[src/core/smcs_defines.svh]
`ifndef SMCS_DEFINES_SVH
`define SMCS_DEFINES_SVH

// Byte addresses of the register words.
`define SMCS_OFF_PAIR01   8'h08
`define SMCS_OFF_PAIR23   8'h0C
`define SMCS_OFF_ADDR0    8'h80
`define SMCS_OFF_ADDR1    8'h84
`define SMCS_OFF_ADDR2    8'h88
`define SMCS_OFF_ADDR3    8'h8C
`define SMCS_OFF_ADDRP    8'h90

// Pair timing register: writable bits and reset value.
`define SMCS_PAIR_MASK    32'h0FFF_0FFF
`define SMCS_PAIR_RESET   32'h0FF0_0FF0
// Address setup register: writable bits and reset value.
`define SMCS_ADDR_MASK    32'h003F_CF3F
`define SMCS_ADDR_RESET   32'h0002_0000

// Field positions within one chip-select group of a pair register, and the bit where the upper group starts.
`define SMCS_TYPE_LSB     0
`define SMCS_DATA_LSB     4
`define SMCS_ASSERT_LSB   8
`define SMCS_GROUP_HI     16
// Field positions within an address setup register.
`define SMCS_SCHEME_LSB   14
`define SMCS_SPLIT_LSB    8

// Field codes.
`define SMCS_TYPE_FLASH   3'h0
`define SMCS_TYPE_SRAM    3'h1
`define SMCS_TYPE_VAR_LAT 3'h4
`define SMCS_SCHEME_FULL  3'h1
`define SMCS_SCHEME_LOW   3'h3
`define SMCS_SPLIT_B16    4'h8
`define SMCS_SPLIT_B17    4'h9

`endif

[src/core/smcs_pkg.sv]
package smcs_pkg;
    typedef enum logic [1:0] {
        SMCS_MEM_FLASH,
        SMCS_MEM_SRAM,
        SMCS_MEM_VAR_LAT,
        SMCS_MEM_BAD
    } smcs_mem_t;

    typedef enum logic [1:0] {
        SMCS_ADR_FULL_LATCH,
        SMCS_ADR_LOW_ORDER,
        SMCS_ADR_BAD
    } smcs_adr_t;
endpackage

[src/core/smcs_regs.sv]
// Decided for this implementation: the placing of the registers and the APB interface to the registers.
`include "smcs_defines.svh"

module smcs_regs
    import smcs_pkg::*;
#(
    parameter bit HAS_CS01 = 1'b1
) (
    // Clock and reset
    input  wire logic        clk,
    input  wire logic        reset_n,
    // APB slave
    input  wire logic        psel,
    input  wire logic        penable,
    input  wire logic        pwrite,
    input  wire logic [7:0]  paddr,
    input  wire logic [31:0] pwdata,
    input  wire logic [3:0]  pstrb,
    output logic      [31:0] prdata,
    output logic             pready,
    output logic             pslverr,
    // Decoded per-select configuration, 0..3; address-setup outputs add the card slot as index 4
    output logic [3:0][2:0]  strobe_assert_time,
    output logic [3:0][3:0]  strobe_data_time,
    output smcs_mem_t [3:0]  memory_type_sel,
    output smcs_adr_t [4:0]  interface_kind,
    output logic [4:0][3:0]  upper_cycle_first_bit,
    output logic [4:0]       split_supported
);

    logic [31:0]      pair_reg [2];
    logic [31:0]      addr_reg [5];
    logic             sel_ok;
    logic [2:0]       widx;
    logic             is_pair;
    logic             present;

    function automatic smcs_mem_t dec_type(input logic [2:0] code);
        unique case (code)
            `SMCS_TYPE_FLASH: dec_type = SMCS_MEM_FLASH;
            `SMCS_TYPE_SRAM:  dec_type = SMCS_MEM_SRAM;
            `SMCS_TYPE_VAR_LAT: dec_type = SMCS_MEM_VAR_LAT;
            default:          dec_type = SMCS_MEM_BAD;
        endcase
    endfunction

    function automatic smcs_adr_t dec_scheme(input logic [2:0] code);
        unique case (code)
            `SMCS_SCHEME_FULL: dec_scheme = SMCS_ADR_FULL_LATCH;
            `SMCS_SCHEME_LOW:  dec_scheme = SMCS_ADR_LOW_ORDER;
            default:           dec_scheme = SMCS_ADR_BAD;
        endcase
    endfunction

    // Address decode: slot index and whether the word exists on this variant.
    always_comb begin
        widx    = 3'h0;
        is_pair = 1'b0;
        present = 1'b1;
        unique case (paddr)
            `SMCS_OFF_PAIR01: begin
                is_pair = 1'b1;
                present = HAS_CS01;
            end
            `SMCS_OFF_PAIR23: begin
                is_pair = 1'b1;
                widx    = 3'h1;
            end
            `SMCS_OFF_ADDR0: present = HAS_CS01;
            `SMCS_OFF_ADDR1: begin
                widx    = 3'h1;
                present = HAS_CS01;
            end
            `SMCS_OFF_ADDR2: widx = 3'h2;
            `SMCS_OFF_ADDR3: widx = 3'h3;
            `SMCS_OFF_ADDRP: begin
                widx    = 3'h4;
                present = !HAS_CS01;
            end
            default: present = 1'b0;
        endcase
    end

    // Partial-word writes are refused so a register never holds a torn value.
    assign sel_ok = present && (!pwrite || pstrb == 4'hF);

    always_ff @(posedge clk) begin
        if (!reset_n) begin
            pair_reg[0] <= `SMCS_PAIR_RESET;
            pair_reg[1] <= `SMCS_PAIR_RESET;
        end else if (psel && penable && pwrite && sel_ok && is_pair) begin
            pair_reg[widx[0]] <= pwdata & `SMCS_PAIR_MASK;
        end
    end

    always_ff @(posedge clk) begin
        if (!reset_n) begin
            for (int i = 0; i < 5; i++) addr_reg[i] <= `SMCS_ADDR_RESET;
        end else if (psel && penable && pwrite && sel_ok && !is_pair) begin
            addr_reg[widx] <= pwdata & `SMCS_ADDR_MASK;
        end
    end

    // Zero-wait APB: data registered during setup, answer in the access cycle.
    always_ff @(posedge clk) begin
        if (!reset_n) begin
            prdata  <= 32'h0000_0000;
            pready  <= 1'b0;
            pslverr <= 1'b0;
        end else begin
            pready  <= psel && !penable;
            pslverr <= psel && !penable && !sel_ok;
            if (psel && !penable && !pwrite && sel_ok)
                prdata <= is_pair ? pair_reg[widx[0]] : addr_reg[widx];
            else
                prdata <= 32'h0000_0000;
        end
    end

    // Field groups are identical; group k of register p serves select 2p+k.
    // Timing fields pass through unchanged because the sequencer counts them
    // on divided memory-bus clock edges; synchronous mode uses them too.
    genvar g;
    generate
        for (g = 0; g < 4; g++) begin : g_cs
            localparam int BASE = (g % 2) * `SMCS_GROUP_HI;
            always_ff @(posedge clk) begin
                if (!reset_n) begin
                    strobe_assert_time[g] <= 3'h7;
                    strobe_data_time[g]   <= 4'hF;
                    memory_type_sel[g]    <= SMCS_MEM_FLASH;
                end else begin
                    strobe_assert_time[g] <=
                        pair_reg[g/2][BASE+`SMCS_ASSERT_LSB +: 3];
                    strobe_data_time[g]   <=
                        pair_reg[g/2][BASE+`SMCS_DATA_LSB +: 4];
                    memory_type_sel[g]    <= dec_type(
                        pair_reg[g/2][BASE+`SMCS_TYPE_LSB +: 3]);
                end
            end
        end
        for (g = 0; g < 5; g++) begin : g_adr
            always_ff @(posedge clk) begin
                if (!reset_n) begin
                    interface_kind[g]        <= SMCS_ADR_BAD;
                    upper_cycle_first_bit[g] <= 4'h0;
                    split_supported[g]       <= 1'b0;
                end else begin
                    interface_kind[g] <= dec_scheme(
                        addr_reg[g][`SMCS_SCHEME_LSB +: 3]);
                    upper_cycle_first_bit[g] <=
                        addr_reg[g][`SMCS_SPLIT_LSB +: 4];
                    split_supported[g] <=
                        addr_reg[g][`SMCS_SPLIT_LSB +: 4] == `SMCS_SPLIT_B16 ||
                        addr_reg[g][`SMCS_SPLIT_LSB +: 4] == `SMCS_SPLIT_B17;
                end
            end
        end
    endgenerate

    wire apb_wr = psel && penable && pwrite && sel_ok;

    pready_setup_a: assert property (@(posedge clk) disable iff (!reset_n)
        psel && !penable |=> pready) else $error("no ready after setup");
    pready_idle_a: assert property (@(posedge clk) disable iff (!reset_n)
        !psel |=> !pready) else $error("ready without select");
    readback_new_a: assert property (@(posedge clk) disable iff (!reset_n)
        apb_wr && is_pair |=> pair_reg[$past(widx[0])] ==
            ($past(pwdata) & `SMCS_PAIR_MASK))
        else $error("pair write not stored");
    addr_store_a: assert property (@(posedge clk) disable iff (!reset_n)
        apb_wr && !is_pair |=> addr_reg[$past(widx)] ==
            ($past(pwdata) & `SMCS_ADDR_MASK))
        else $error("address write not stored");
    part_refuse_a: assert property (@(posedge clk) disable iff (!reset_n)
        psel && !penable && pwrite && pstrb != 4'hF |=> pslverr)
        else $error("partial write accepted");
    type_dec_a: assert property (@(posedge clk) disable iff (!reset_n)
        pair_reg[1][`SMCS_TYPE_LSB +: 3] == `SMCS_TYPE_VAR_LAT
        |=> memory_type_sel[2] == SMCS_MEM_VAR_LAT)
        else $error("type decode wrong");
    group_hi_a: assert property (@(posedge clk) disable iff (!reset_n)
        1'b1 |=> strobe_data_time[3] ==
            $past(pair_reg[1][`SMCS_GROUP_HI+`SMCS_DATA_LSB +: 4]))
        else $error("upper group wrong");
    scheme_dec_a: assert property (@(posedge clk) disable iff (!reset_n)
        addr_reg[2][`SMCS_SCHEME_LSB +: 3] == `SMCS_SCHEME_LOW
        |=> interface_kind[2] == SMCS_ADR_LOW_ORDER)
        else $error("scheme decode wrong");
    split_dec_a: assert property (@(posedge clk) disable iff (!reset_n)
        addr_reg[3][`SMCS_SPLIT_LSB +: 4] == `SMCS_SPLIT_B17
        |=> split_supported[3]) else $error("split decode wrong");

    // Bus answer shape: error only with ready, data zero outside reads.
    pslverr_ready_a: assert property (
        @(posedge clk) disable iff (!reset_n)
        pslverr |-> pready)
        else $error("error flag without ready");

    prdata_idle_a: assert property (
        @(posedge clk) disable iff (!reset_n)
        !pready |-> prdata == 32'h0000_0000)
        else $error("read data outside access");

    write_rdata_a: assert property (
        @(posedge clk) disable iff (!reset_n)
        psel && !penable && pwrite |=> prdata == 32'h0000_0000)
        else $error("read data on a write");

    // A refused write must leave both pair registers and address registers 2 and 3 untouched.
    refuse_pair_a: assert property (
        @(posedge clk) disable iff (!reset_n)
        psel && penable && pwrite && !sel_ok |=>
            $stable(pair_reg[0]) && $stable(pair_reg[1]))
        else $error("refused write changed pair");

    refuse_addr_a: assert property (
        @(posedge clk) disable iff (!reset_n)
        psel && penable && pwrite && !sel_ok |=>
            $stable(addr_reg[2]) && $stable(addr_reg[3]))
        else $error("refused write changed address");

    pair_reserved_a: assert property (
        @(posedge clk) disable iff (!reset_n)
        1'b1 |=> (pair_reg[1] & ~`SMCS_PAIR_MASK) == 32'h0000_0000)
        else $error("pair reserved bit set");

    addr_reserved_a: assert property (
        @(posedge clk) disable iff (!reset_n)
        1'b1 |=> (addr_reg[2] & ~`SMCS_ADDR_MASK) == 32'h0000_0000)
        else $error("address reserved bit set");

    // Variant presence: a missing word answers with an error.
    absent_card_a: assert property (
        @(posedge clk) disable iff (!reset_n)
        HAS_CS01 && psel && !penable && paddr == `SMCS_OFF_ADDRP
        |=> pslverr) else $error("card slot word answered");

    absent_pair_a: assert property (
        @(posedge clk) disable iff (!reset_n)
        !HAS_CS01 && psel && !penable && paddr == `SMCS_OFF_PAIR01
        |=> pslverr) else $error("first pair word answered");

    unmapped_err_a: assert property (
        @(posedge clk) disable iff (!reset_n)
        psel && !penable && !present |=> pslverr)
        else $error("unmapped word without error");

    mapped_read_a: assert property (
        @(posedge clk) disable iff (!reset_n)
        psel && !penable && present && !pwrite |=> !pslverr)
        else $error("mapped read flagged");

    read_pair_a: assert property (
        @(posedge clk) disable iff (!reset_n)
        psel && !penable && !pwrite && sel_ok && is_pair
        |=> prdata == $past(pair_reg[widx[0]]))
        else $error("pair read data wrong");

    read_addr_a: assert property (
        @(posedge clk) disable iff (!reset_n)
        psel && !penable && !pwrite && sel_ok && !is_pair
        |=> prdata == $past(addr_reg[widx]))
        else $error("address read data wrong");

    // Decoded outputs follow their register fields one clock later.
    assert_time_a: assert property (
        @(posedge clk) disable iff (!reset_n)
        1'b1 |=> strobe_assert_time[2] ==
            $past(pair_reg[1][`SMCS_ASSERT_LSB +: 3]))
        else $error("assert time wrong");

    data_time_lo_a: assert property (
        @(posedge clk) disable iff (!reset_n)
        1'b1 |=> strobe_data_time[0] ==
            $past(pair_reg[0][`SMCS_DATA_LSB +: 4]))
        else $error("data time wrong");

    type_sram_a: assert property (
        @(posedge clk) disable iff (!reset_n)
        pair_reg[0][`SMCS_GROUP_HI +: 3] == `SMCS_TYPE_SRAM
        |=> memory_type_sel[1] == SMCS_MEM_SRAM)
        else $error("sram type decode wrong");

    type_flash_a: assert property (
        @(posedge clk) disable iff (!reset_n)
        pair_reg[0][`SMCS_TYPE_LSB +: 3] == `SMCS_TYPE_FLASH
        |=> memory_type_sel[0] == SMCS_MEM_FLASH)
        else $error("flash type decode wrong");

    scheme_full_a: assert property (
        @(posedge clk) disable iff (!reset_n)
        addr_reg[4][`SMCS_SCHEME_LSB +: 3] == `SMCS_SCHEME_FULL
        |=> interface_kind[4] == SMCS_ADR_FULL_LATCH)
        else $error("full latch decode wrong");

    scheme_bad_a: assert property (
        @(posedge clk) disable iff (!reset_n)
        addr_reg[1][`SMCS_SCHEME_LSB +: 3] != `SMCS_SCHEME_FULL &&
        addr_reg[1][`SMCS_SCHEME_LSB +: 3] != `SMCS_SCHEME_LOW
        |=> interface_kind[1] == SMCS_ADR_BAD)
        else $error("reserved scheme accepted");

    split_copy_a: assert property (
        @(posedge clk) disable iff (!reset_n)
        1'b1 |=> upper_cycle_first_bit[0] ==
            $past(addr_reg[0][`SMCS_SPLIT_LSB +: 4]))
        else $error("split field wrong");

    split_bad_a: assert property (
        @(posedge clk) disable iff (!reset_n)
        addr_reg[1][`SMCS_SPLIT_LSB +: 4] != `SMCS_SPLIT_B16 &&
        addr_reg[1][`SMCS_SPLIT_LSB +: 4] != `SMCS_SPLIT_B17
        |=> !split_supported[1])
        else $error("reserved split accepted");

endmodule
[config.mk]
export PLATFORM = sky130hd
export DESIGN_NAME = smcs_regs
export DESIGN_NICKNAME = d
export VERILOG_FILES = /design/src/core/smcs_pkg.sv /design/src/core/smcs_regs.sv
export VERILOG_INCLUDE_DIRS = /design/src /design/src/core
export SDC_FILE = /design/constraint.sdc
export NUM_CORES = 1
export LEC_CHECK = 0
export BUFFER_PORTS_ARGS = -buffer_cell sky130_fd_sc_hd__buf_4
export CAP_MARGIN = 20
export CORE_MARGIN = 2
export CORE_UTILIZATION = 49
export CTS_CLUSTER_SIZE = 40
export DETAILED_ROUTE_END_ITERATION = 8
export PLACE_DENSITY = 0.74
export RECOVER_POWER = 50
export SYNTH_ARGS = -nofsm -noshare
export SYNTH_HDL_FRONTEND = slang
export SYNTH_SLANG_ARGS = --single-unit
[constraint.sdc]
create_clock -name clk -period 3.45 [get_ports clk]
set_clock_uncertainty 0.1 [all_clocks]
set_input_delay 0.345 -clock clk [delete_from_list [all_inputs] [get_ports clk]]
set_output_delay 0.345 -clock clk [all_outputs]
set_load 0.03 [all_outputs]
* After elaboration in Yosys (flattened, before gate mapping)
Memory sizes are Yosys's and may differ from the RTL's.
Index checks and enable logic that the tools add are counted.
** Storage, ports and cells
- Flip-flop bits (word level) :: 105
- Latch bits :: 0
- Bits in writable memories :: 138
- Memory bits (read-only) :: 0
- Input bits :: 49
- Output and inout bits :: 105
- Word-level logic and storage cells :: 124
- Memories :: 2
** Memories
- addr_reg :: depth 5, bits a word 18, rd ports 6, clocked after memory_dff 0, write ports 5, RTL line smcs_regs.sv:32 : logic [31:0] addr_reg [5];
- pair_reg :: depth 2, bits a word 24, rd ports 3, clocked after memory_dff 0, write ports 2, RTL line smcs_regs.sv:31 : logic [31:0] pair_reg [2];
** Cells by class
- $add $sub $neg :: 0
- Multipliers :: 0
- Div/mod/pow operators :: 0
- Magnitude comparators :: 0
- Equality and inequality tests :: 36
- Shift operators :: 0
- Mux-type cells :: 26
- Bitwise logic cells :: 0
- Reductions and logical operators :: 30
** Operators by type and width (count)
- 4-bit equality test (second input constant) :: 11
- 8-bit equality test (second input constant) :: 5
- 32-bit 2-to-1 mux :: 1
- 3-bit by 1-bit equality test with 1-bit output (second input constant) :: 9
- 24-bit 2-to-1 mux :: 1
- 2-bit case mux with 3 select lines :: 4
- 24-bit OR reduction :: 1
- 2-bit case mux with 2 select lines :: 5
- 18-bit 2-to-1 mux :: 1
- 18-bit OR reduction :: 1
- 8-bit by 4-bit equality test with 1-bit output (second input constant) :: 2
- 3-bit by 2-bit equality test with 1-bit output (second input constant) :: 5
- 3-bit equality test (second input constant) :: 4
- 3-bit zero test :: 4
- 1-bit 2-to-1 mux :: 12
- 3-bit case mux with 4 select lines :: 1
- 1-bit logical AND :: 10
- 1-bit logical OR :: 6
- 6-bit OR reduction :: 1
- 1-bit zero test :: 4
- 2-bit OR reduction :: 2
- 3-bit 2-to-1 mux :: 1
- 2-bit AND reduction :: 1

* Depth between registers and ports, before layout
- Depth in word-level cells :: 11
- Depth in mapped cells :: 7
- Gate-level depth less buffers :: 5

* Worst setup path before layout
Ideal clock, no wire load.
- Path kind :: input port to flip-flop
- Start :: input port paddr[1]
- End :: memory addr_reg[1][0] (netlist bit), enable pin
- Library setup time :: 0.418 ns
- Data arrival time :: 2.837 ns
- Required time :: 2.932 ns
- Setup slack :: 0.095 ns
- Stages :: 5
- Buffers on the path :: 1
- Cells stage by stage :: or4_1 > buf_2 > a211oi_4 > nand3_2 > o21ai_0
** RTL lines
- start: declaration :: RTL line smcs_regs.sv:16 : input wire logic [7:0] paddr,
- end: declaration :: RTL line smcs_regs.sv:32

==> results.txt <==
The clock tree from TritonCTS is done. STA classifies the critical path endpoint as a flop. The wire length of the first global-routing pass came out at 30,160 um. The synthesized instance count came out at 636.

The layout cell share with drive strength beyond 1 came out at 13.59%. The top fanout value on the critical path is 15. Traced cell by cell, the critical path runs through clkbuf_4 -> or4_1 -> a211oi_1 -> nand3_2 -> o21ai_2 -> buf_4. The via count of the first global-routing pass came out at approximately 5,500. The most used standard cell by instance count after synthesis is edfxtp_1.

The post-synthesis cell type count came out at 41. The tool flagged a number of max-cap violations equal to 0. The number of max-slew violations in the final report came to 0. For this run, the leading register cell type out of synthesis is edfxtp_1. The worst slew margin relative to its limit came out at approximately a third. The number of hold buffers added after cts is 1. The synthesized design contains 127 enable-type register cells.

The final-layout setup total negative slack came out at 0 ps. The average size of a mapped cell is 13.16 sq um. The finished cells cover 10,120 sq um. The effective utilization at floorplan is 50.28%. The total routing resource utilization after global routing is around 22%. The area added between synthesis and finish is 20.99%. The HPWL after detailed placement came out at 12,810 um. The clock sink count came out at 226. Ranked by instance count, the synthesized netlist is headed by 127 x edfxtp_1, 106 x and2_1, 99 x dfxtp_1. The count of TritonRoute iterations in the first routing pass came out at 4. The floorplan die height came out at approximately 130 um.

The die covers between 15,000 and 20,000 sq um. The time the worst path needs with I/O delays and setup is ~2600 ps. The cell at the slowest stage of the critical path is a211oi_1.

Static timing analysis puts the maximum clock frequency at ~380 MHz. The kind of cell adding the most delay to the critical path is compound AO/OA/AOI/OAI gates. The total of cells resized after clock tree synthesis is 0.

The number of antenna violations at the first check in global routing is 0. The minimum setup slack after placement came out at a little under 700 ps. The later-pin clock latency in the skew report is roughly 500 ps. The total CTS buffers came out at 22. Sorting the synthesized cells by area gives the leading types as edfxtp_1 46%, dfxtp_1 24%, and2_1 7.9%. The leftover overflow at the end of global routing came out at 0. The maximum buffer depth of the clock tree is 3. The period utilization is between 70% and 80%. The routed wire length came out at 19,550 um.

The clock transition at the registers of the reported paths is 60 ps. The startpoint type of the worst setup path is an input port. The number of levels the H-tree was split into is 1. The cell area reported after detailed placement is 9742 sq um. The root buffer selected by CTS is clkbuf_16.

STA puts the critical path data required time at 3530 ps. The via count came out at 5,380. The share of Yosys cell area claimed by the top area cell type came out at 45.57%. Entering global routing, the biggest net connects between 60 and 70 pins. The placer congestion estimate came out at 0.8056. The slack of the critical path came out at 815.8 ps. Summed over all instances, the cell type with the most area after synthesis is edfxtp_1. The number of rows in the core area came out at 47. The number of warnings printed during yosys synthesis is 0. The mapped cell area came out at about 8400 sq um. For the worst setup path, the data arrival time is 2710 ps. The worst-case IR drop observed on VDD is 293.3 uV. The total design power is 5.884 mW.

The post-synthesis async set-or-reset flop share is 0%. Setup repair after global routing left no endpoint under its margin. In this run the static leakage power is around 3.7 nW. Setup violations remaining at the end of the flow were counted as 0.

The buffer count from post-CTS setup fixing came out at 0. The share of the yosys chip area belonging to registers came out at 69.26%. The flip-flop count of the largest register, all copies and words added came out at 79. The count of nets left with antenna violations once routing finished came out at 0. The number of vias per cell is 5.188. The region available for standard cell placement spans 16,640 sq um. The count of buffers added on input and output ports is 141. The DRC violations left is 0.

The routed length per placed instance is 18.85 um. In this run the worst hold path is classified as in -> reg. The chip width came out at 134.7 um. The actual transition at the worst max-transition pin came out at 992.7 ps. After synthesis the netlist holds a flip-flop and latch count of between 200 and 250. The peak per-stage delay on the critical path is around 690 ps.

The violation count after the first detailed-routing iteration is between 400 and 500. The category of the critical setup timing path is in -> reg. The number of buffer and inverter stages on the critical path came out at 2. The number of nets in the layout is 850. The total count of hold-check failures in the final report is 0.

For this design the ratio of total power to cell area is 581.1 nW/um^2. The run finished with clean final reports. The antenna diode count is 0. around 150 I/O pins were placed.
metrics by stage:
step	hold slack (ps)	cells	utilization, %
final	19.31	1037	60.84
after global routing	11.24	1037	60.84
after CTS	7.009	1037	63.33
after detailed placement	323.4	996	58.54
after global placement	317.0	996	58.54
after floorplan	306.3	648	-
final timing paths:
kind | from | depth (start not counted) | end | slack, ps
setup / recovery | paddr[1] | 6 | addr_reg[1][16]$_SDFFCE_PN0P_ | 820
hold / removal | pwdata[7] | 2 | pair_reg[0][7]$_SDFFCE_PN1P_ | 20
setup reg to reg | addr_reg[3][16]$_SDFFCE_PN0P_ | 3 | prdata[20]$_SDFF_PN0_ | 2020
hold reg to reg | addr_reg[4][8]$_SDFFCE_PN0P_ | 1 | split_supported[4]$_SDFF_PN0_ | 330
cells by family after synthesis:
family | synth area share [%]
other | 0.04481
multiplexers | 3.529
buffers and inverters | 2.318
flip-flops | 69.26
AND/OR/NAND/NOR | 19.93
AO/OA/AOI/OAI | 4.919
per-layer routing:
metal  vias to the layer above  GRT usage, %  wire length (um)
met5                         -             0                 0
met4                         0         6.023               452
met3                        30         3.078              1450
met2                       228         37.23              9593
met1                      2604         28.79              8048
li1                       2518             -                 -
power by group:
group / switching (mW) / internal [mW] / total (mW)
clock network: 0.953 / 1.53 / 2.48
registers: 0.0476 / 2.96 / 3.01
logic: 0.266 / 0.129 / 0.394
layout make-up:
cell class                 instances  area [sq um]
fill                            1333          6518
sequential                       226          5796
multi-input combinational        383          2402
timing repair buffer             161         837.1
clock buffer                      37         773.2
tap                              220         275.3
inverter                           7         26.28
clock inverter                     3         15.01
cells in the final DEF (no fill, tap or decap), types with 20 or more instances in the layout:
cell | netlist | final
a21oi_1 | 21 | 21
and2_0 | 0 | 20
and2_1 | 106 | 86
buf_4 | 7 | 54
clkbuf_1 | 10 | 105
clkbuf_16 | 0 | 26
dfxtp_1 | 99 | 99
edfxtp_1 | 127 | 127
nand2_1 | 45 | 45
nand2b_1 | 70 | 70
nor2_1 | 29 | 31
(Power assumes the default switching activity.)
